<file path="src/mcd_pkg.sv">
// Package of constants, register map and types for the CSMA/CD line logic.
package mcd_pkg;
    // Register byte addresses.
    localparam logic [7:0] ADDR_IFS = 8'h00;
    localparam logic [7:0] ADDR_CTRL = 8'h04;
    localparam logic [7:0] ADDR_STATUS = 8'h08;
    localparam logic [7:0] ADDR_TXDATA = 8'h0C;
    localparam logic [7:0] ADDR_RXDATA = 8'h10;
    // Control register fields.
    localparam int CTRL_CD_MODE = 0;
    localparam int CTRL_EXT_CLK = 1;
    localparam int CTRL_BK_LO = 2;
    localparam int CTRL_BK_HI = 3;
    localparam int CTRL_DET = 4;
    localparam int CTRL_RX_EN = 5;
    localparam int CTRL_TX_EN = 6;
    // Status register fields.
    localparam int ST_LINE_IDLE = 0;
    localparam int ST_RX_ABORT = 1;
    localparam int ST_TX_ERR = 2;
    localparam int ST_COLL = 3;
    localparam int ST_DET_START = 4;
    localparam int ST_TX_BUSY = 5;
    localparam int ST_RX_VALID = 6;
    localparam int ST_JAM = 7;
    localparam int ST_CNT_LO = 8;
    // Reset values, timing, collision limit and bus response codes.
    localparam logic [7:0] IFS_RESET = 8'h00;
    localparam logic [8:0] IFS_ZERO_BITS = 9'h100;
    localparam int SAMPLES_PER_BIT = 8;
    localparam int MIN_PULSE = 3;
    localparam int EDGE_FALL_LIMIT = 5;
    localparam int CENTRE_FALL_LIMIT = 6;
    localparam int IDLE_SAMPLES = 12;
    localparam logic [3:0] MAX_COLL = 4'h8;
    localparam logic [1:0] RESP_OK = 2'h0;
    localparam logic [1:0] RESP_SLVERR = 2'h2;
    localparam logic [1:0] RESP_DECERR = 2'h3;
    // Transmit sequencer states.
    typedef enum logic [4:0] {
        MCD_TX_IDLE = 5'h01,
        MCD_TX_DEFER = 5'h02,
        MCD_TX_SEND = 5'h04,
        MCD_TX_JAM = 5'h08,
        MCD_TX_WAIT = 5'h10
    } mcd_tx_state_t;
endpackage

</file>
<file path="src/mcd_rx_decode.sv">
// Manchester receive decoder with collision and line idle detection.
module mcd_rx_decode import mcd_pkg::*; (
    // Clock and reset.
    input wire logic ref_clk,
    input wire logic reset_n,
    // Sample strobe and synchronised line level.
    input wire logic sample_tick,
    input wire logic line_level,
    // Results.
    output logic bit_valid,
    output logic bit_value,
    output logic collision,
    output logic line_idle,
    output logic activity
);
    typedef struct packed {
        logic level;
        logic [4:0] run;
        logic fell_at_centre;
        logic bit_valid;
        logic bit_value;
        logic collision;
        logic line_idle;
    } mcd_dec_t;
    mcd_dec_t cur, nxt;

    // Each sample either extends the current run or closes it at a transition.
    always_comb begin
        nxt = cur;
        nxt.bit_valid = 1'b0;
        nxt.collision = 1'b0;
        if (sample_tick) begin
            if (line_level != cur.level) begin
                nxt.level = line_level;
                nxt.run = 5'h01;
                if (cur.run < 5'(MIN_PULSE) && !cur.line_idle) begin
                    nxt.collision = 1'b1;
                end else if (line_level) begin
                    nxt.bit_valid = 1'b1;
                    nxt.bit_value = 1'b1;
                end else if (cur.run > 5'(SAMPLES_PER_BIT + 2) && cur.run < 5'(IDLE_SAMPLES)) begin
                    nxt.collision = 1'b1;
                end else begin
                    // A long high run means the fall sits at a cell centre.
                    nxt.fell_at_centre = cur.run > 5'(SAMPLES_PER_BIT / 2 + 1);
                    nxt.bit_valid = cur.run > 5'(SAMPLES_PER_BIT / 2 + 1);
                    nxt.bit_value = 1'b0;
                    nxt.line_idle = 1'b0;
                end
            end else begin
                if (cur.run != 5'h1F) begin
                    nxt.run = cur.run + 5'h01;
                end
                if (!cur.level && !cur.fell_at_centre && cur.run == 5'(EDGE_FALL_LIMIT + 3)) begin
                    nxt.collision = 1'b1;
                end
                if (!cur.level && cur.fell_at_centre && cur.run == 5'(CENTRE_FALL_LIMIT + 6)) begin
                    nxt.collision = 1'b1;
                end
                if (cur.level && cur.run == 5'(IDLE_SAMPLES)) begin
                    nxt.line_idle = 1'b1;
                end
            end
        end
    end

    always_ff @(posedge ref_clk) begin
        if (!reset_n) begin
            cur <= '{level: 1'b1, run: 5'h1F, fell_at_centre: 1'b0, bit_valid: 1'b0,
                     bit_value: 1'b0, collision: 1'b0, line_idle: 1'b1};
        end else begin
            cur <= nxt;
        end
    end

    assign bit_valid = cur.bit_valid;
    assign bit_value = cur.bit_value;
    assign collision = cur.collision;
    assign line_idle = cur.line_idle;
    assign activity = !cur.line_idle;
endmodule // mcd_rx_decode

</file>
<file path="src/mcd_line.sv">
// CSMA/CD line logic: interframe space, Manchester transmit, collision response.
//
// Local design decisions: register access over AXI4-Lite and the placing of the registers.
module mcd_line import mcd_pkg::*; #(
    parameter int BIT_CLOCKS = 8
) (
    // Clock and reset.
    input wire logic ref_clk,
    input wire logic reset_n,
    // AXI4-Lite write address and data.
    input wire logic [7:0] s_axi_awaddr,
    input wire logic s_axi_awvalid,
    output logic s_axi_awready,
    input wire logic [31:0] s_axi_wdata,
    input wire logic [3:0] s_axi_wstrb,
    input wire logic s_axi_wvalid,
    output logic s_axi_wready,
    // AXI4-Lite write response.
    output logic [1:0] s_axi_bresp,
    output logic s_axi_bvalid,
    input wire logic s_axi_bready,
    // AXI4-Lite read.
    input wire logic [7:0] s_axi_araddr,
    input wire logic s_axi_arvalid,
    output logic s_axi_arready,
    output logic [31:0] s_axi_rdata,
    output logic [1:0] s_axi_rresp,
    output logic s_axi_rvalid,
    input wire logic s_axi_rready,
    // Serial line.
    input wire logic serial_receive_pin,
    output logic serial_transmit_pin
);
    import mcd_pkg::*;

    localparam int BIT_W = $clog2(BIT_CLOCKS + 1);
    localparam int SMP_CLOCKS = (BIT_CLOCKS / SAMPLES_PER_BIT < 1) ? 1 : BIT_CLOCKS / SAMPLES_PER_BIT;

    typedef struct packed {
        logic [1:0] pin_sync;
        logic awv;
        logic [7:0] awaddr;
        logic wv;
        logic [31:0] wdata;
        logic [3:0] wstrb;
        logic bvalid;
        logic [1:0] bresp;
        logic rvalid;
        logic [31:0] rdata;
        logic [1:0] rresp;
        logic [6:0] ifs_hi;
        logic [6:0] ctrl;
        logic line_idle_flag;
        logic receive_abort_flag;
        logic transmit_collision_error_flag;
        logic coll_seen;
        logic det_start;
        logic [3:0] coll_count;
        logic [BIT_W-1:0] bit_cnt;
        logic [7:0] smp_cnt;
        logic [8:0] ifs_cnt;
        logic ifs_half;
        logic ifs_done;
        mcd_tx_state_t tx_state;
        logic [7:0] tx_byte;
        logic tx_pending;
        logic tx_sent_byte;
        logic [2:0] tx_bit;
        logic [4:0] jam_cnt;
        logic tx_pin;
        logic [7:0] rx_shift;
        logic [2:0] rx_bits;
        logic [7:0] rx_data;
        logic rx_valid;
        logic rx_byte_seen;
    } mcd_state_t;
    mcd_state_t cur, nxt;

    logic smp_tick;
    logic dec_valid, dec_value, dec_coll, dec_idle, dec_act;
    logic bit_tick, half_tick;
    logic [7:0] wr_ifs;

    // Space length with the zero case mapped to the long interval.
    function automatic logic [8:0] ifs_bits(input logic [6:0] hi);
        ifs_bits = (hi == 7'h00) ? IFS_ZERO_BITS : {1'b0, hi, 1'b0};
    endfunction

    // Merge a write word into a narrow field by byte lane zero.
    function automatic logic [7:0] lane0(input logic [7:0] old, input logic [31:0] d, input logic [3:0] s);
        lane0 = s[0] ? d[7:0] : old;
    endfunction

    assign smp_tick = cur.smp_cnt == 8'(SMP_CLOCKS - 1);
    assign bit_tick = cur.bit_cnt == BIT_W'(BIT_CLOCKS - 1);
    assign half_tick = cur.bit_cnt == BIT_W'(BIT_CLOCKS / 2 - 1);

    mcd_rx_decode u_dec (
        .ref_clk(ref_clk),
        .reset_n(reset_n),
        .sample_tick(smp_tick),
        .line_level(cur.pin_sync[1]),
        .bit_valid(dec_valid),
        .bit_value(dec_value),
        .collision(dec_coll),
        .line_idle(dec_idle),
        .activity(dec_act)
    );

    // Bus slave, timing, sequencer and collision response in one next-state block.
    always_comb begin
        nxt = cur;
        wr_ifs = 8'h00;
        nxt.pin_sync = {cur.pin_sync[0], serial_receive_pin};
        nxt.smp_cnt = smp_tick ? 8'h00 : cur.smp_cnt + 8'h01;
        nxt.bit_cnt = bit_tick ? '0 : cur.bit_cnt + BIT_W'(1);
        nxt.det_start = 1'b0;

        // Receive bytes assemble LSB first.
        if (dec_valid && cur.ctrl[CTRL_RX_EN]) begin
            nxt.rx_shift = {dec_value, cur.rx_shift[7:1]};
            nxt.rx_bits = cur.rx_bits + 3'h1;
            if (cur.rx_bits == 3'h7) begin
                nxt.rx_data = {dec_value, cur.rx_shift[7:1]};
                nxt.rx_valid = 1'b1;
                nxt.rx_byte_seen = 1'b1;
            end
        end
        if (dec_idle) begin
            nxt.rx_bits = 3'h0;
            nxt.rx_byte_seen = 1'b0;
            nxt.line_idle_flag = 1'b1;
        end

        // Space timer: the LSB marks the first half; busy line restarts it.
        if (dec_act && (cur.tx_state == MCD_TX_IDLE || cur.tx_state == MCD_TX_DEFER)) begin
            if (!cur.ifs_half || cur.ifs_cnt == 9'h000 || !cur.ifs_done) begin
                nxt.ifs_cnt = ifs_bits(cur.ifs_hi);
                nxt.ifs_half = 1'b1;
                nxt.ifs_done = 1'b0;
            end
        end
        if (!cur.ifs_done && bit_tick && !(dec_act && cur.ifs_cnt == ifs_bits(cur.ifs_hi))) begin
            if (cur.ifs_cnt <= 9'h001) begin
                nxt.ifs_done = 1'b1;
                nxt.ifs_cnt = 9'h000;
            end else begin
                nxt.ifs_cnt = cur.ifs_cnt - 9'h001;
            end
            nxt.ifs_half = cur.ifs_cnt > (ifs_bits(cur.ifs_hi) >> 1);
        end
        // Normal random backoff restarts the interval on activity in the first half.
        if (dec_act && cur.ifs_half && !cur.ifs_done && cur.ctrl[CTRL_BK_HI:CTRL_BK_LO] == 2'b00
            && !cur.ctrl[CTRL_DET]) begin
            nxt.ifs_cnt = ifs_bits(cur.ifs_hi);
        end

        // Transmit sequencer, Manchester cells with a mid-bit transition.
        unique case (cur.tx_state)
            MCD_TX_IDLE: begin
                nxt.tx_pin = 1'b1;
                if (cur.tx_pending && cur.ctrl[CTRL_TX_EN]) begin
                    nxt.tx_state = MCD_TX_DEFER;
                end
            end
            MCD_TX_DEFER: begin
                if (cur.ifs_done && bit_tick) begin
                    nxt.tx_state = MCD_TX_SEND;
                    nxt.tx_bit = 3'h0;
                    // The first half cell carries the inverse so the centre edge encodes bit zero.
                    nxt.tx_pin = !cur.tx_byte[0];
                end
            end
            MCD_TX_SEND: begin
                if (half_tick) begin
                    nxt.tx_pin = cur.tx_byte[cur.tx_bit];
                end
                if (bit_tick) begin
                    nxt.tx_sent_byte = cur.tx_sent_byte | (cur.tx_bit == 3'h7);
                    nxt.tx_bit = cur.tx_bit + 3'h1;
                    if (cur.tx_bit == 3'h7) begin
                        nxt.tx_pending = 1'b0;
                        nxt.tx_state = MCD_TX_IDLE;
                    end else begin
                        nxt.tx_pin = !cur.tx_byte[cur.tx_bit + 3'h1];
                    end
                end
            end
            MCD_TX_JAM: begin
                nxt.tx_pin = 1'b0;
                if (bit_tick) begin
                    nxt.jam_cnt = cur.jam_cnt - 5'h01;
                    if (cur.jam_cnt == 5'h00) begin
                        nxt.tx_state = MCD_TX_WAIT;
                    end
                end
            end
            MCD_TX_WAIT: begin
                nxt.tx_pin = 1'b1;
                if (dec_idle) begin
                    nxt.tx_state = (cur.tx_pending && cur.ctrl[CTRL_TX_EN]) ? MCD_TX_DEFER : MCD_TX_IDLE;
                end
            end
        endcase

        // Collision response selected from what the channel is doing.
        if (dec_coll && cur.ctrl[CTRL_CD_MODE] && !cur.ctrl[CTRL_EXT_CLK]) begin
            nxt.coll_seen = 1'b1;
            if (cur.tx_state == MCD_TX_SEND) begin
                nxt.tx_state = MCD_TX_JAM;
                nxt.jam_cnt = 5'h0F;
                if (cur.tx_sent_byte || cur.coll_count >= MAX_COLL) begin
                    nxt.transmit_collision_error_flag = 1'b1;
                    nxt.ctrl[CTRL_TX_EN] = 1'b0;
                    nxt.tx_pending = 1'b0;
                end else begin
                    nxt.coll_count = cur.coll_count + 4'h1;
                end
            end else begin
                nxt.det_start = cur.ctrl[CTRL_DET];
                nxt.rx_bits = 3'h0;
                if (cur.rx_byte_seen) begin
                    nxt.receive_abort_flag = 1'b1;
                    nxt.ctrl[CTRL_RX_EN] = 1'b0;
                    nxt.rx_byte_seen = 1'b0;
                end
            end
        end

        // Write channel: address and data taken in either order, answered together.
        if (s_axi_awvalid && !cur.awv && !cur.bvalid) begin
            nxt.awv = 1'b1;
            nxt.awaddr = s_axi_awaddr;
        end
        if (s_axi_wvalid && !cur.wv && !cur.bvalid) begin
            nxt.wv = 1'b1;
            nxt.wdata = s_axi_wdata;
            nxt.wstrb = s_axi_wstrb;
        end
        if (cur.awv && cur.wv) begin
            nxt.awv = 1'b0;
            nxt.wv = 1'b0;
            nxt.bvalid = 1'b1;
            nxt.bresp = RESP_OK;
            unique case ({cur.awaddr[7:2], 2'b00})
                ADDR_IFS: begin
                    wr_ifs = lane0({cur.ifs_hi, 1'b0}, cur.wdata, cur.wstrb);
                    nxt.ifs_hi = wr_ifs[7:1];
                end
                ADDR_CTRL: begin
                    wr_ifs = lane0({1'b0, cur.ctrl}, cur.wdata, cur.wstrb);
                    nxt.ctrl = wr_ifs[6:0];
                end
                ADDR_STATUS: begin
                    // Write one to clear the flags, any lane one write clears the count; a fresh event this cycle keeps its bit.
                    if (cur.wstrb[0] && cur.wdata[ST_LINE_IDLE] && !dec_idle) nxt.line_idle_flag = 1'b0;
                    if (cur.wstrb[0] && cur.wdata[ST_RX_ABORT] && nxt.receive_abort_flag == cur.receive_abort_flag)
                        nxt.receive_abort_flag = 1'b0;
                    if (cur.wstrb[0] && cur.wdata[ST_TX_ERR] && nxt.transmit_collision_error_flag ==
                        cur.transmit_collision_error_flag) nxt.transmit_collision_error_flag = 1'b0;
                    if (cur.wstrb[0] && cur.wdata[ST_COLL] && !dec_coll) nxt.coll_seen = 1'b0;
                    if (cur.wstrb[1]) nxt.coll_count = 4'h0;
                end
                ADDR_TXDATA: begin
                    if (cur.tx_pending) begin
                        nxt.bresp = RESP_SLVERR;
                    end else if (cur.wstrb[0]) begin
                        nxt.tx_byte = cur.wdata[7:0];
                        nxt.tx_pending = 1'b1;
                        nxt.tx_sent_byte = 1'b0;
                    end
                end
                default: nxt.bresp = RESP_DECERR;
            endcase
        end
        if (cur.bvalid && s_axi_bready) begin
            nxt.bvalid = 1'b0;
        end

        // Read channel: one cycle to answer, data held until taken.
        if (s_axi_arvalid && !cur.rvalid) begin
            nxt.rvalid = 1'b1;
            nxt.rresp = RESP_OK;
            nxt.rdata = 32'h0000_0000;
            unique case ({s_axi_araddr[7:2], 2'b00})
                ADDR_IFS: nxt.rdata = {24'h000000, cur.ifs_hi, cur.ifs_half};
                ADDR_CTRL: nxt.rdata = {25'h0000000, cur.ctrl};
                ADDR_STATUS: nxt.rdata = {20'h00000, cur.coll_count, cur.tx_state == MCD_TX_JAM,
                    cur.rx_valid, cur.tx_state != MCD_TX_IDLE, cur.det_start, cur.coll_seen,
                    cur.transmit_collision_error_flag, cur.receive_abort_flag, cur.line_idle_flag};
                ADDR_TXDATA: nxt.rdata = {24'h000000, cur.tx_byte};
                ADDR_RXDATA: begin
                    nxt.rdata = {23'h000000, cur.rx_valid, cur.rx_data};
                    nxt.rx_valid = 1'b0;
                end
                default: nxt.rresp = RESP_DECERR;
            endcase
        end
        if (cur.rvalid && s_axi_rready) begin
            nxt.rvalid = 1'b0;
        end
    end

    // State register; the space register resets to zero so the first start waits the long interval.
    always_ff @(posedge ref_clk) begin
        if (!reset_n) begin
            cur <= '0;
            cur.pin_sync <= 2'b11;
            cur.ifs_hi <= IFS_RESET[7:1];
            cur.ifs_cnt <= IFS_ZERO_BITS;
            cur.ifs_half <= 1'b1;
            cur.tx_state <= MCD_TX_IDLE;
            cur.tx_pin <= 1'b1;
            cur.line_idle_flag <= 1'b1;
        end else begin
            cur <= nxt;
        end
    end

    assign s_axi_awready = !cur.awv && !cur.bvalid;
    assign s_axi_wready = !cur.wv && !cur.bvalid;
    assign s_axi_bvalid = cur.bvalid;
    assign s_axi_bresp = cur.bresp;
    assign s_axi_arready = !cur.rvalid;
    assign s_axi_rvalid = cur.rvalid;
    assign s_axi_rdata = cur.rdata;
    assign s_axi_rresp = cur.rresp;
    assign serial_transmit_pin = cur.tx_pin;
endmodule // mcd_line

</file>
<file path="config.mk">
export PLATFORM = sky130hd
export DESIGN_NAME = mcd_line
export DESIGN_NICKNAME = d
export VERILOG_FILES = /design/src/mcd_pkg.sv /design/src/mcd_rx_decode.sv /design/src/mcd_line.sv
export SDC_FILE = /design/constraint.sdc
export NUM_CORES = 1
export LEC_CHECK = 0
export BUFFER_PORTS_ARGS = -buffer_cell sky130_fd_sc_hd__buf_4
export CAP_MARGIN = 20
export CORE_MARGIN = 3
export CORE_UTILIZATION = 35
export CTS_CLUSTER_DIAMETER = 50
export DETAILED_ROUTE_END_ITERATION = 8
export HOLD_SLACK_MARGIN = 0.02
export SLEW_MARGIN = 20
export SYNTH_ARGS = -nofsm -noshare
export SYNTH_HDL_FRONTEND = slang
export SYNTH_SLANG_ARGS = --single-unit
</file>
<file path="constraint.sdc">
create_clock -name ref_clk -period 4.8 [get_ports ref_clk]
set_input_delay 0.24 -clock ref_clk [delete_from_list [all_inputs] [get_ports ref_clk]]
set_output_delay 0.24 -clock ref_clk [all_outputs]
set_load 0.02 [all_outputs]
</file>
## After elaboration in Yosys (flattened, before gate mapping)

Index checks and enable logic that the tools add are counted.

- RAM bits: 0
- Word-level logic and storage cells: 291
- Bits in registers: 162
- Memories kept: 0
- Bits in latches: 0
- Output and inout port bits: 42
- Bits in read-only memories: 0

- $lt $le $gt $ge: 9
- Add/subtract/negate cells: 8
- Reductions and logical operators: 94
- Shift operators: 0
- Divide/modulo/power cells: 0
- Multiplexer cells: 96
- Bitwise gates (word level): 9
- Eq/ne operators: 31
- Multipliers: 0

Operators by type and width:

| kind | count |
|---|---|
| 5-bit 2-to-1 mux | 16 |
| 12-bit one-hot mux with 5 select lines | 1 |
| 11-bit 2-to-1 mux | 4 |
| 1-bit logical AND | 38 |
| 1-bit 2-to-1 mux | 38 |
| 9-bit 2-to-1 mux | 3 |
| 2-bit 2-to-1 mux | 13 |
| 5-bit one-hot mux with 5 select lines | 1 |
| 6-bit by 2-bit == test with 1-bit output (second input constant) | 4 |
| 4-bit 2-to-1 mux | 6 |
| 5-bit by 4-bit == test with 1-bit output (second input constant) | 3 |
| 1-bit zero test | 15 |
| 7-bit 2-to-1 mux | 2 |
| 13-bit 2-to-1 mux | 1 |
| 6-bit by 1-bit == test with 1-bit output (second input constant) | 2 |
| 6-bit zero test | 2 |
| 3-bit 2-to-1 mux | 4 |
| 2-bit AND reduction | 6 |
| 2-bit OR reduction | 6 |
| 10-bit 2-to-1 mux | 1 |
| 2-bit inequality test (second input constant) | 5 |
| 5-bit AND reduction | 2 |
| 2-bit nonzero test | 5 |
| 9-bit == test | 1 |
| 47 further kinds | 68 |

## Logic depth before layout (Yosys ltp)

Gate-level depths: netlist (run 1).

- Depth in word-level cells: 11
- Gate-level depth with buffers: 9
- Depth with buffers taken out: 8

## Cells and area by module

From an unflattened synthesis (run 1), not the netlist that was laid out.

- Cell total of the unflattened synthesis: 842
- Area, all modules: 7051.8 um^2

By module, submodules not included:

| module | area an instance (um^2) | instances | cells each |
|---|---|---|---|
| mcd_line | 6379.9 | 1 | 765 |
| mcd_rx_decode | 671.9 | 1 | 77 |

## Worst setup path after synthesis (run 1)

Ideal clock, no wire load.

- Kind: register to register
- Start point: reg cur[42] (netlist name)
- End point: reg cur[55] (netlist name)
- Buffers on the path: 1
- Setup slack: 2.764 ns
- Stages on the path, launching flop included: 8
- Library setup time: 0.120 ns
- Period minus slack after synthesis: 2.036 ns
- Data arrival time: 1.917 ns
- Path through: dfxtp_1 > buf_2 > or2_1 > or4_1 > a21o_1 > o311ai_2 > o21ai_2 > a211o_1

- Word-level cells in the longest chain between the ends: 5
- Elaborated cells on any way between the ends: 6

Ends and longest elaborated chain:

| item | line | source |
|---|---|---|
| from (decl) | mcd_line.sv:77 | `mcd_state_t cur, nxt;` |
| from (signal assigned) | mcd_line.sv:316 | `cur <= nxt;` |
| 5-bit by 1-bit == test with 1-bit output or 5-bit by 2-bit == test with 1-bit output (tied branches) | mcd_line.sv:136 | `if (dec_act && (cur.tx_state == MCD_TX_IDLE \|\| cur.tx_state == MCD_TX_DEFER)) begin` |
| 1-bit logical OR * | mcd_line.sv:136 |  |
| 1-bit logical AND * | mcd_line.sv:136 |  |
| 3-bit nonzero test (no line) * | -- |  |
| 2-bit AND reduction (no line) * | -- |  |

Every way passes the cells marked *; elsewhere a longest branch is shown, timed or not.
A chain may end at the register's enable or synchronous reset.

## Worst setup path in the final report (run 1)

- Start point: reg cur[89] (netlist name)
- End point: reg cur[55] (netlist name)

- Word-level cells in the longest chain between the ends: 8
- Elaborated cells on any way between the ends: 13

Ends and longest elaborated chain:

| item | line | source |
|---|---|---|
| 7-bit zero test | mcd_line.sv:86 | `ifs_bits = (hi == 7'h00) ? IFS_ZERO_BITS : {1'b0, hi, 1'b0};` |
| 9-bit 2-to-1 mux * | mcd_line.sv:86 |  |
| 9-bit == test | mcd_line.sv:143 | `if (!cur.ifs_done && bit_tick && !(dec_act && cur.ifs_cnt == ifs_bits(cur.ifs_hi))) begin` |
| 1-bit logical AND | mcd_line.sv:143 |  |
| 1-bit zero test | mcd_line.sv:143 |  |
| 1-bit logical AND | mcd_line.sv:143 |  |
| 3-bit nonzero test (no line) or 11-bit 2-to-1 mux (tied branches) | -- |  |
| 2-bit AND reduction (no line) or 9-bit 2-to-1 mux (tied branches) | -- |  |

Every way passes the cells marked *; elsewhere a longest branch is shown, timed or not. The select of a mux whose other input is x is not followed.

==> impl_metrics.csv, run 1 <==
group,metric,value,unit
floorplan,design.die.area,0.0217,mm^2
critical_path,worstSetupStartpointType,"register",
place,detailedPlacementHpwl,11.9,mm
logic_synthesis,yosys_most_used_dff,"sky130_fd_sc_hd__dfxtp_1",
logic_synthesis,synth_edf_count,0,
outcome,outcome,"complete, no violations",
sta,worst_hold_slack,0.0440,ns
clock_tree,post_cts_buffers,0,
power_and_ir_drop,static_leakage_power,3.15,nW
cells_and_area,share_of_post_route_cells_with_drive_strength_above_1,0.130,
sta,timing_worst_slew_pin_value,0.863,ns
logic_synthesis,yosys_warnings,0,
logic_synthesis,synth.avg_cell_area,8.38,um^2
floorplan,placement_rows,51,
floorplan,design.core.area,0.0195,mm^2
logic_synthesis,yosysUniqueCellTypes,63,
power_and_ir_drop,power_density,356,mW/mm^2
global_routing,grt_max_degree,73,
clock_tree,clk_transition_reported_paths,0.07,ns
floorplan,starting_utilization_of_the_core_area,0.358,
route,wire_per_inst,14.5,um
place,port_buffers,51,
global_routing,initial_antenna_violation_count,0,
place,dpl_worst_slack,2.55,ns
cells_and_area,fillerInstances,2025,
worst_hold_path,hp-class,"in -> reg",
place,gp_routability_congestion,0.842,
floorplan,io_count,102,
global_routing,grt_first_pass_wirelength,27.3,mm
sta,finalCriticalPeriod,2.28,ns
sta,slew_viol_final,0,
logic_synthesis,sequential_area_share_after_synthesis,0.395,
critical_path,critPathRequiredTime,5.10,ns
clock_tree,clock_tree.htree_level_count,4,
global_routing,vias_in_the_first_global_route,5424,
clock_tree,cts_buffers,17,
route,route.detailed.drc,0,
route,detailedRoute.firstIterationViolations,370,
clock_tree,clk_root_buffer_cell,"sky130_fd_sc_hd__clkbuf_16",
sta,finalSetupViolCount,0,
critical_path,cp-end-kind,"register",
sta,final_critical_path_setup_slack,2.52,ns
route,count_of_tritonroute_iterations_in_the_first_routing_pass,7,
clock_tree,tritoncts,"built",
cells_and_area,layout-area-overhead-vs-synth,13.9,%
logic_synthesis,post_synth_instance_area,0.00700,mm^2
cells_and_area,layout.nets,939,
floorplan,chipWidth,147,um
run,maxCapViolCount,0,
sta,unrepaired_setup_endpoints_after_global_routing,"no",
clock_tree,cts_num_sinks,138,
route,vias_per_cell,5.07,
critical_path,crit_fanout,10,
cells_and_area,antenna_cells,0,
logic_synthesis,ys_async_sr_fraction,0,
sta,final_hold_viol_count,0,
clock_tree,clock_insertion_delay_worst_skew,0.42,ns
sta,worst_clock_skew,0.0126,ns
critical_path,critPathKind,"reg -> reg",
logic_synthesis,post_synth_inst_count,835,
route,num_vias,5731,
route,wirelength,16.4,mm
sta,min_period_over_period,0.474,
critical_path,cp_data_arrival_time,2.58,ns
global_routing,global_route.usage.total,0.154,
route,detail-route-antenna-nets,0,
clock_tree,cts-root-to-sink-buffers,2,
sta,timing.max_slew.rel_slack,0.423,
sta,fmax,0.439,GHz
logic_synthesis,ys_ff_latch,138,
sta,setup-tns-final,0,ns
global_routing,grt_remaining_overflow,0,
floorplan,die_height,147,um
power_and_ir_drop,worst_ir_drop_vdd,232,uV
==> worst max-delay path, cell delays in order, from the launching register on <==
cell and delay (ns):
sky130_fd_sc_hd__dfxtp_1 0.41, sky130_fd_sc_hd__nor3_1 0.34, sky130_fd_sc_hd__a21o_1 0.20, sky130_fd_sc_hd__a2111oi_4 0.10, sky130_fd_sc_hd__o311ai_2 0.68, sky130_fd_sc_hd__o21ai_2 0.10, sky130_fd_sc_hd__a211o_1 0.32
==> layer usage <==
layer  track usage  up-vias  share of wire
met3        0.0377       18          0.040
met5             0        -              0
met2         0.246      104           0.46
met4        0.0410        0          0.014
li1              -     2905              -
met1         0.210     2704           0.48
==> sequential cells by signal, indices dropped and copies added (netlist names) <==
register	flops
s_axi_rvalid	1
serial_transmit_pin	1
u_dec.line_idle	1
s_axi_bvalid	1
u_dec.bit_valid	1
s_axi_bresp	2
u_dec.collision	1
cur	109
s_axi_rdata	12
u_dec.bit_value	1
s_axi_rresp	1
u_dec.cur	7
==> final cells by class <==
| cell class | instances | area [um^2] | share of cell area |
|---|---|---|---|
| Clock inverter | 13 | 131 | 0.0165 |
| Sequential cell | 138 | 2760 | 0.347 |
| Multi-Input combinational cell | 608 | 3750 | 0.471 |
| Tap cell | 265 | 332 | 0.0416 |
| Timing Repair Buffer | 56 | 425 | 0.0534 |
| Inverter | 32 | 120 | 0.0151 |
| Clock buffer | 19 | 443 | 0.0556 |
==> where the power goes <==
group | internal [mW] | switching [mW]
Sequential | 1.19 | 0.0640
Clock | 0.740 | 0.532
Combinational | 0.133 | 0.177
Total | 2.06 | 0.773
==> logic make-up after synthesis <==
| logic type | Yosys count | share of synthesized area |
|---|---|---|
| buffers and inverters | 108 | 0.0791 |
| AND/OR/NAND/NOR | 310 | 0.207 |
| other | 1 | 0.000536 |
| AO/OA/AOI/OAI | 184 | 0.170 |
| adder cells (fa/ha/maj) | 26 | 0.0465 |
| flip-flops | 138 | 0.395 |
| multiplexers | 42 | 0.0692 |
| XOR/XNOR | 26 | 0.0326 |
==> synthesized netlist by cell type, types with 6 or more instances <==
master | instances | area share
sky130_fd_sc_hd__a21oi_1 | 82 | 0.059
sky130_fd_sc_hd__a22o_1 | 7 | 0.0088
sky130_fd_sc_hd__a22oi_1 | 10 | 0.011
sky130_fd_sc_hd__a31oi_1 | 7 | 0.0063
sky130_fd_sc_hd__and2_1 | 13 | 0.012
sky130_fd_sc_hd__and3_1 | 11 | 0.0098
sky130_fd_sc_hd__buf_4 | 36 | 0.039
sky130_fd_sc_hd__clkbuf_1 | 33 | 0.018
sky130_fd_sc_hd__dfxtp_1 | 138 | 0.39
sky130_fd_sc_hd__ha_1 | 26 | 0.047
sky130_fd_sc_hd__inv_1 | 31 | 0.017
sky130_fd_sc_hd__mux2_2 | 11 | 0.018
sky130_fd_sc_hd__mux2i_1 | 27 | 0.039
sky130_fd_sc_hd__nand2_1 | 112 | 0.060
sky130_fd_sc_hd__nand2b_1 | 8 | 0.0072
sky130_fd_sc_hd__nand3_1 | 26 | 0.019
sky130_fd_sc_hd__nor2_1 | 79 | 0.042
sky130_fd_sc_hd__nor2b_1 | 6 | 0.0054
sky130_fd_sc_hd__nor3_1 | 15 | 0.011
sky130_fd_sc_hd__nor4_1 | 8 | 0.0072
sky130_fd_sc_hd__o21ai_0 | 30 | 0.021
sky130_fd_sc_hd__or3_1 | 7 | 0.0063
sky130_fd_sc_hd__xnor2_1 | 16 | 0.020
sky130_fd_sc_hd__xor2_1 | 10 | 0.013
==> stage by stage <==
| stage | std cells | power (mW) | util | area (um^2) |
|---|---|---|---|---|
| CTS | 1131 | 2.86 | 0.408 | 7970 |
| global placement | 1097 | 1.59 | 0.377 | 7370 |
| detailed placement | 1097 | 1.59 | 0.377 | 7370 |
| floorplan | 854 | 1.52 | - | 7070 |
| global route | 1131 | 2.97 | 0.408 | 7970 |
| finish | 1131 | 2.84 | 0.408 | 7970 |
==> final timing paths <==
path | from | end | depth (start not counted) | slack, ns
hold / removal | s_axi_awaddr[5] | cur[171]$_SDFFE_PN0P_ | 3 | 0.04
setup reg to reg | cur[89]$_SDFFE_PN0P_ | cur[55]$_SDFFE_PN1P_ | 6 | 2.52
setup / recovery | cur[89]$_SDFFE_PN0P_ | cur[55]$_SDFFE_PN1P_ | 6 | 2.52
hold reg to reg | cur[175]$_SDFF_PN1_ | cur[176]$_SDFF_PN1_ | 1 | 0.41
==> layout by cell type (no fill, tap or decap), types with 11 or more instances in the layout <==
| cell type | synthesis | routed |
|---|---|---|
| sky130_fd_sc_hd__nand2_1 | 112 | 112 |
| sky130_fd_sc_hd__clkbuf_16 | 0 | 17 |
| sky130_fd_sc_hd__inv_1 | 31 | 31 |
| sky130_fd_sc_hd__nor3_1 | 15 | 15 |
| sky130_fd_sc_hd__conb_1 | 1 | 20 |
| sky130_fd_sc_hd__mux2_2 | 11 | 11 |
| sky130_fd_sc_hd__ha_1 | 26 | 26 |
| sky130_fd_sc_hd__nor2_1 | 79 | 79 |
| sky130_fd_sc_hd__and2_1 | 13 | 13 |
| sky130_fd_sc_hd__mux2i_1 | 27 | 27 |
| sky130_fd_sc_hd__dfxtp_1 | 138 | 138 |
| sky130_fd_sc_hd__and3_1 | 11 | 11 |
| sky130_fd_sc_hd__buf_4 | 36 | 54 |
| sky130_fd_sc_hd__o21ai_0 | 30 | 30 |
| sky130_fd_sc_hd__xnor2_1 | 16 | 16 |
| sky130_fd_sc_hd__a21oi_1 | 82 | 82 |
| sky130_fd_sc_hd__nand3_1 | 26 | 26 |
==> what timing repair did <==
| item | CTS | global route |
|---|---|---|
| hold buffers | 2 | 0 |
| gates resized for setup | 0 | 0 |
| endpoints found under the hold margin | 2 | 0 |
(Power assumes the default switching activity.)
==> run 2, diff against run 1 <==
Clock period 4.8 ns to 2.1 ns, I/O delays scaled along.
==> run 2 against run 1 <==
Against the previous run:
- first-iteration DRC count is 3.5% lower
- register-to-register slack worse by 2.5 ns
- worst hold slack better by 0.019 ns
- cell count up 5.8%
- highest routed layer unchanged
- non-clock buffer count is 66 higher
- clock skew is 0.0047 ns lower
- clock power increased by 130%
- clock-buffer cell count shrank 1
- routed wire length is 6.8% higher
- critical endpoint is now cur[48]$_SDFFE_PN0P_
==> impl_metrics.csv, run 2 (synthesis gave the netlist of run 1 again) <==
group,metric,value,unit
outcome,outcome,"complete, no violations",
place,gp_routability_congestion,0.826,
route,detailedRoute.firstIterationViolations,357,
power_and_ir_drop,internal_power,4.77,mW
cells_and_area,regArea,0.00277,mm^2
route,wirelength,17.5,mm
power_and_ir_drop,worst_ir_drop_vdd,533,uV
cells_and_area,final_util,0.441,
clock_tree,cts-root-to-sink-buffers,2,
route,route.detailed.drc,0,
critical_path,critPathRequiredTime,2.45,ns
cells_and_area,layout.nets,1005,
worst_hold_path,hp-class,"in -> reg",
floorplan,io_count,102,
route,detail-route-antenna-nets,0,
global_routing,initial_antenna_violation_count,0,
power_and_ir_drop,power_frac_comb,0.123,
clock_tree,cts_buffers,17,
clock_tree,clock_tree.htree_level_count,4,
floorplan,chipWidth,147,um
place,port_buffers,51,
floorplan,die_height,147,um
global_routing,grt_max_degree,48,
run,maxCapViolCount,0,
sta,final_hold_viol_count,0,
cells_and_area,largest_register_ffs,109,
global_routing,grt_remaining_overflow,0,
sta,min_period_over_period,0.980,
cells_and_area,layout-area-overhead-vs-synth,23.0,%
cells_and_area,mostFrequentLayoutCell,"sky130_fd_sc_hd__dfxtp_1",
clock_tree,clk_transition_reported_paths,0.06,ns
cells_and_area,antenna_cells,0,
floorplan,design.die.area,0.0217,mm^2
sta,worst_clock_skew,0.00786,ns
critical_path,cp-end-kind,"register",
clock_tree,clk_root_buffer_cell,"sky130_fd_sc_hd__clkbuf_16",
cells_and_area,combined_area_of_the_multi_input_logic_cells,0.00380,mm^2
route,vias_per_cell,5.01,
power_and_ir_drop,total_switching_power,1.82,mW
route,wire_per_inst,14.7,um
power_and_ir_drop,p_clk_frac,0.443,
sta,timing_worst_slew_pin_value,0.575,ns
floorplan,design.core.area,0.0195,mm^2
sta,finalSetupViolCount,0,
cells_and_area,share_of_post_route_cells_with_drive_strength_above_1,0.182,
critical_path,crit_fanout,7,
sta,slew_viol_final,0,
floorplan,starting_utilization_of_the_core_area,0.358,
sta,finalCriticalPeriod,2.06,ns
clock_tree,clock_insertion_delay_worst_skew,0.43,ns
cells_and_area,register_name_with_the_most_flops,"cur",
global_routing,vias_in_the_first_global_route,5737,
sta,timing.max_slew.rel_slack,0.616,
power_and_ir_drop,static_leakage_power,3.50,nW
global_routing,global_route.usage.total,0.165,
clock_tree,cts_num_sinks,138,
critical_path,critPathKind,"reg -> reg",
critical_path,worstSetupStartpointType,"register",
place,detailedPlacementHpwl,12.7,mm
critical_path,cp_data_arrival_time,2.41,ns
clock_tree,tritoncts,"built",
cells_and_area,most-common-layout-cells,"sky130_fd_sc_hd__dfxtp_1, sky130_fd_sc_hd__nand2_1, sky130_fd_sc_hd__buf_4",
power_and_ir_drop,p_sw_frac,0.276,
route,num_vias,5998,
power_and_ir_drop,seqPwrFrac,0.435,
sta,fmax,0.486,GHz
sta,setup-tns-final,0,ns
power_and_ir_drop,power_density,766,mW/mm^2
route,count_of_tritonroute_iterations_in_the_first_routing_pass,5,
sta,unrepaired_setup_endpoints_after_global_routing,"yes",
cells_and_area,fillerInstances,1965,
floorplan,placement_rows,51,
global_routing,grt_first_pass_wirelength,29.0,mm
-- run 2: power by group through the flow --
stage	sequential, mW	clock (mW)	combinational, mW
6_report	2.86	2.92	0.809
5_1_grt	2.88	3.09	0.910
4_1_cts	2.86	2.96	0.799
3_5_place_dp	2.92	0	0.758
3_3_place_gp	2.92	0	0.752
2_1_floorplan	2.86	0	0.603
-- run 2: layout make-up --
class                      count  share of cell area
clock inverter                14              0.0157
multi-input combinational    608               0.442
tap                          265              0.0385
inverter                      32              0.0140
timing repair buffer         122               0.117
sequential                   138               0.321
clock buffer                  18              0.0510
-- run 2: worst paths after layout --
check / start / end / slack [ns] / cells past startpoint
hold / removal: s_axi_araddr[3] / s_axi_rdata[7]$_SDFFE_PN0P_ / 0.06 / 3
hold reg to reg: cur[175]$_SDFF_PN1_ / cur[176]$_SDFF_PN1_ / 0.41 / 1
setup / recovery: cur[90]$_SDFFE_PN0P_ / cur[48]$_SDFFE_PN0P_ / 0.04 / 9
setup reg to reg: cur[90]$_SDFFE_PN0P_ / cur[48]$_SDFFE_PN0P_ / 0.04 / 9
-- run 2: what timing repair did --
item,CTS,global route
gates cloned,0,0
hold buffers,20,0
endpoints found under the hold margin,19,0
setup endpoints to repair,2,12
gates resized for setup,2,12
setup buffers,1,0
pin swaps,1,4
-- run 2: worst max-delay path: stages (launching register included) --
cell	delay [ns]
sky130_fd_sc_hd__dfxtp_4	0.36
sky130_fd_sc_hd__xor2_1	0.15
sky130_fd_sc_hd__or3_4	0.35
sky130_fd_sc_hd__a2111oi_4	0.33
sky130_fd_sc_hd__buf_4	0.20
sky130_fd_sc_hd__buf_6	0.10
sky130_fd_sc_hd__a2bb2oi_2	0.13
sky130_fd_sc_hd__buf_6	0.14
sky130_fd_sc_hd__a2bb2oi_1	0.07
sky130_fd_sc_hd__a21oi_1	0.15
-- run 2: per-stage QoR --
stage	hold slack, ns	power [mW]	setup WS (ns)	instance area (um^2)	instances
after floorplan	0.205	3.47	0.0638	7070	854
after global placement	0.290	3.67	0.0223	7760	1144
after detailed placement	0.293	3.68	-0.0165	7760	1144
after CTS	0.0527	6.62	0.00438	8560	1197
after global routing	0.0782	6.88	-0.0590	8610	1197
final	0.0632	6.59	0.0429	8610	1197
-- run 2: metal layers --
layer | track usage | wire length (um) | vias up
met1 | 0.217 | 8290 | 2795
met2 | 0.266 | 8070 | 146
met5 | 0 | 0 | -
met3 | 0.0343 | 710 | 33
li1 | - | - | 3024
met4 | 0.0680 | 477 | 0
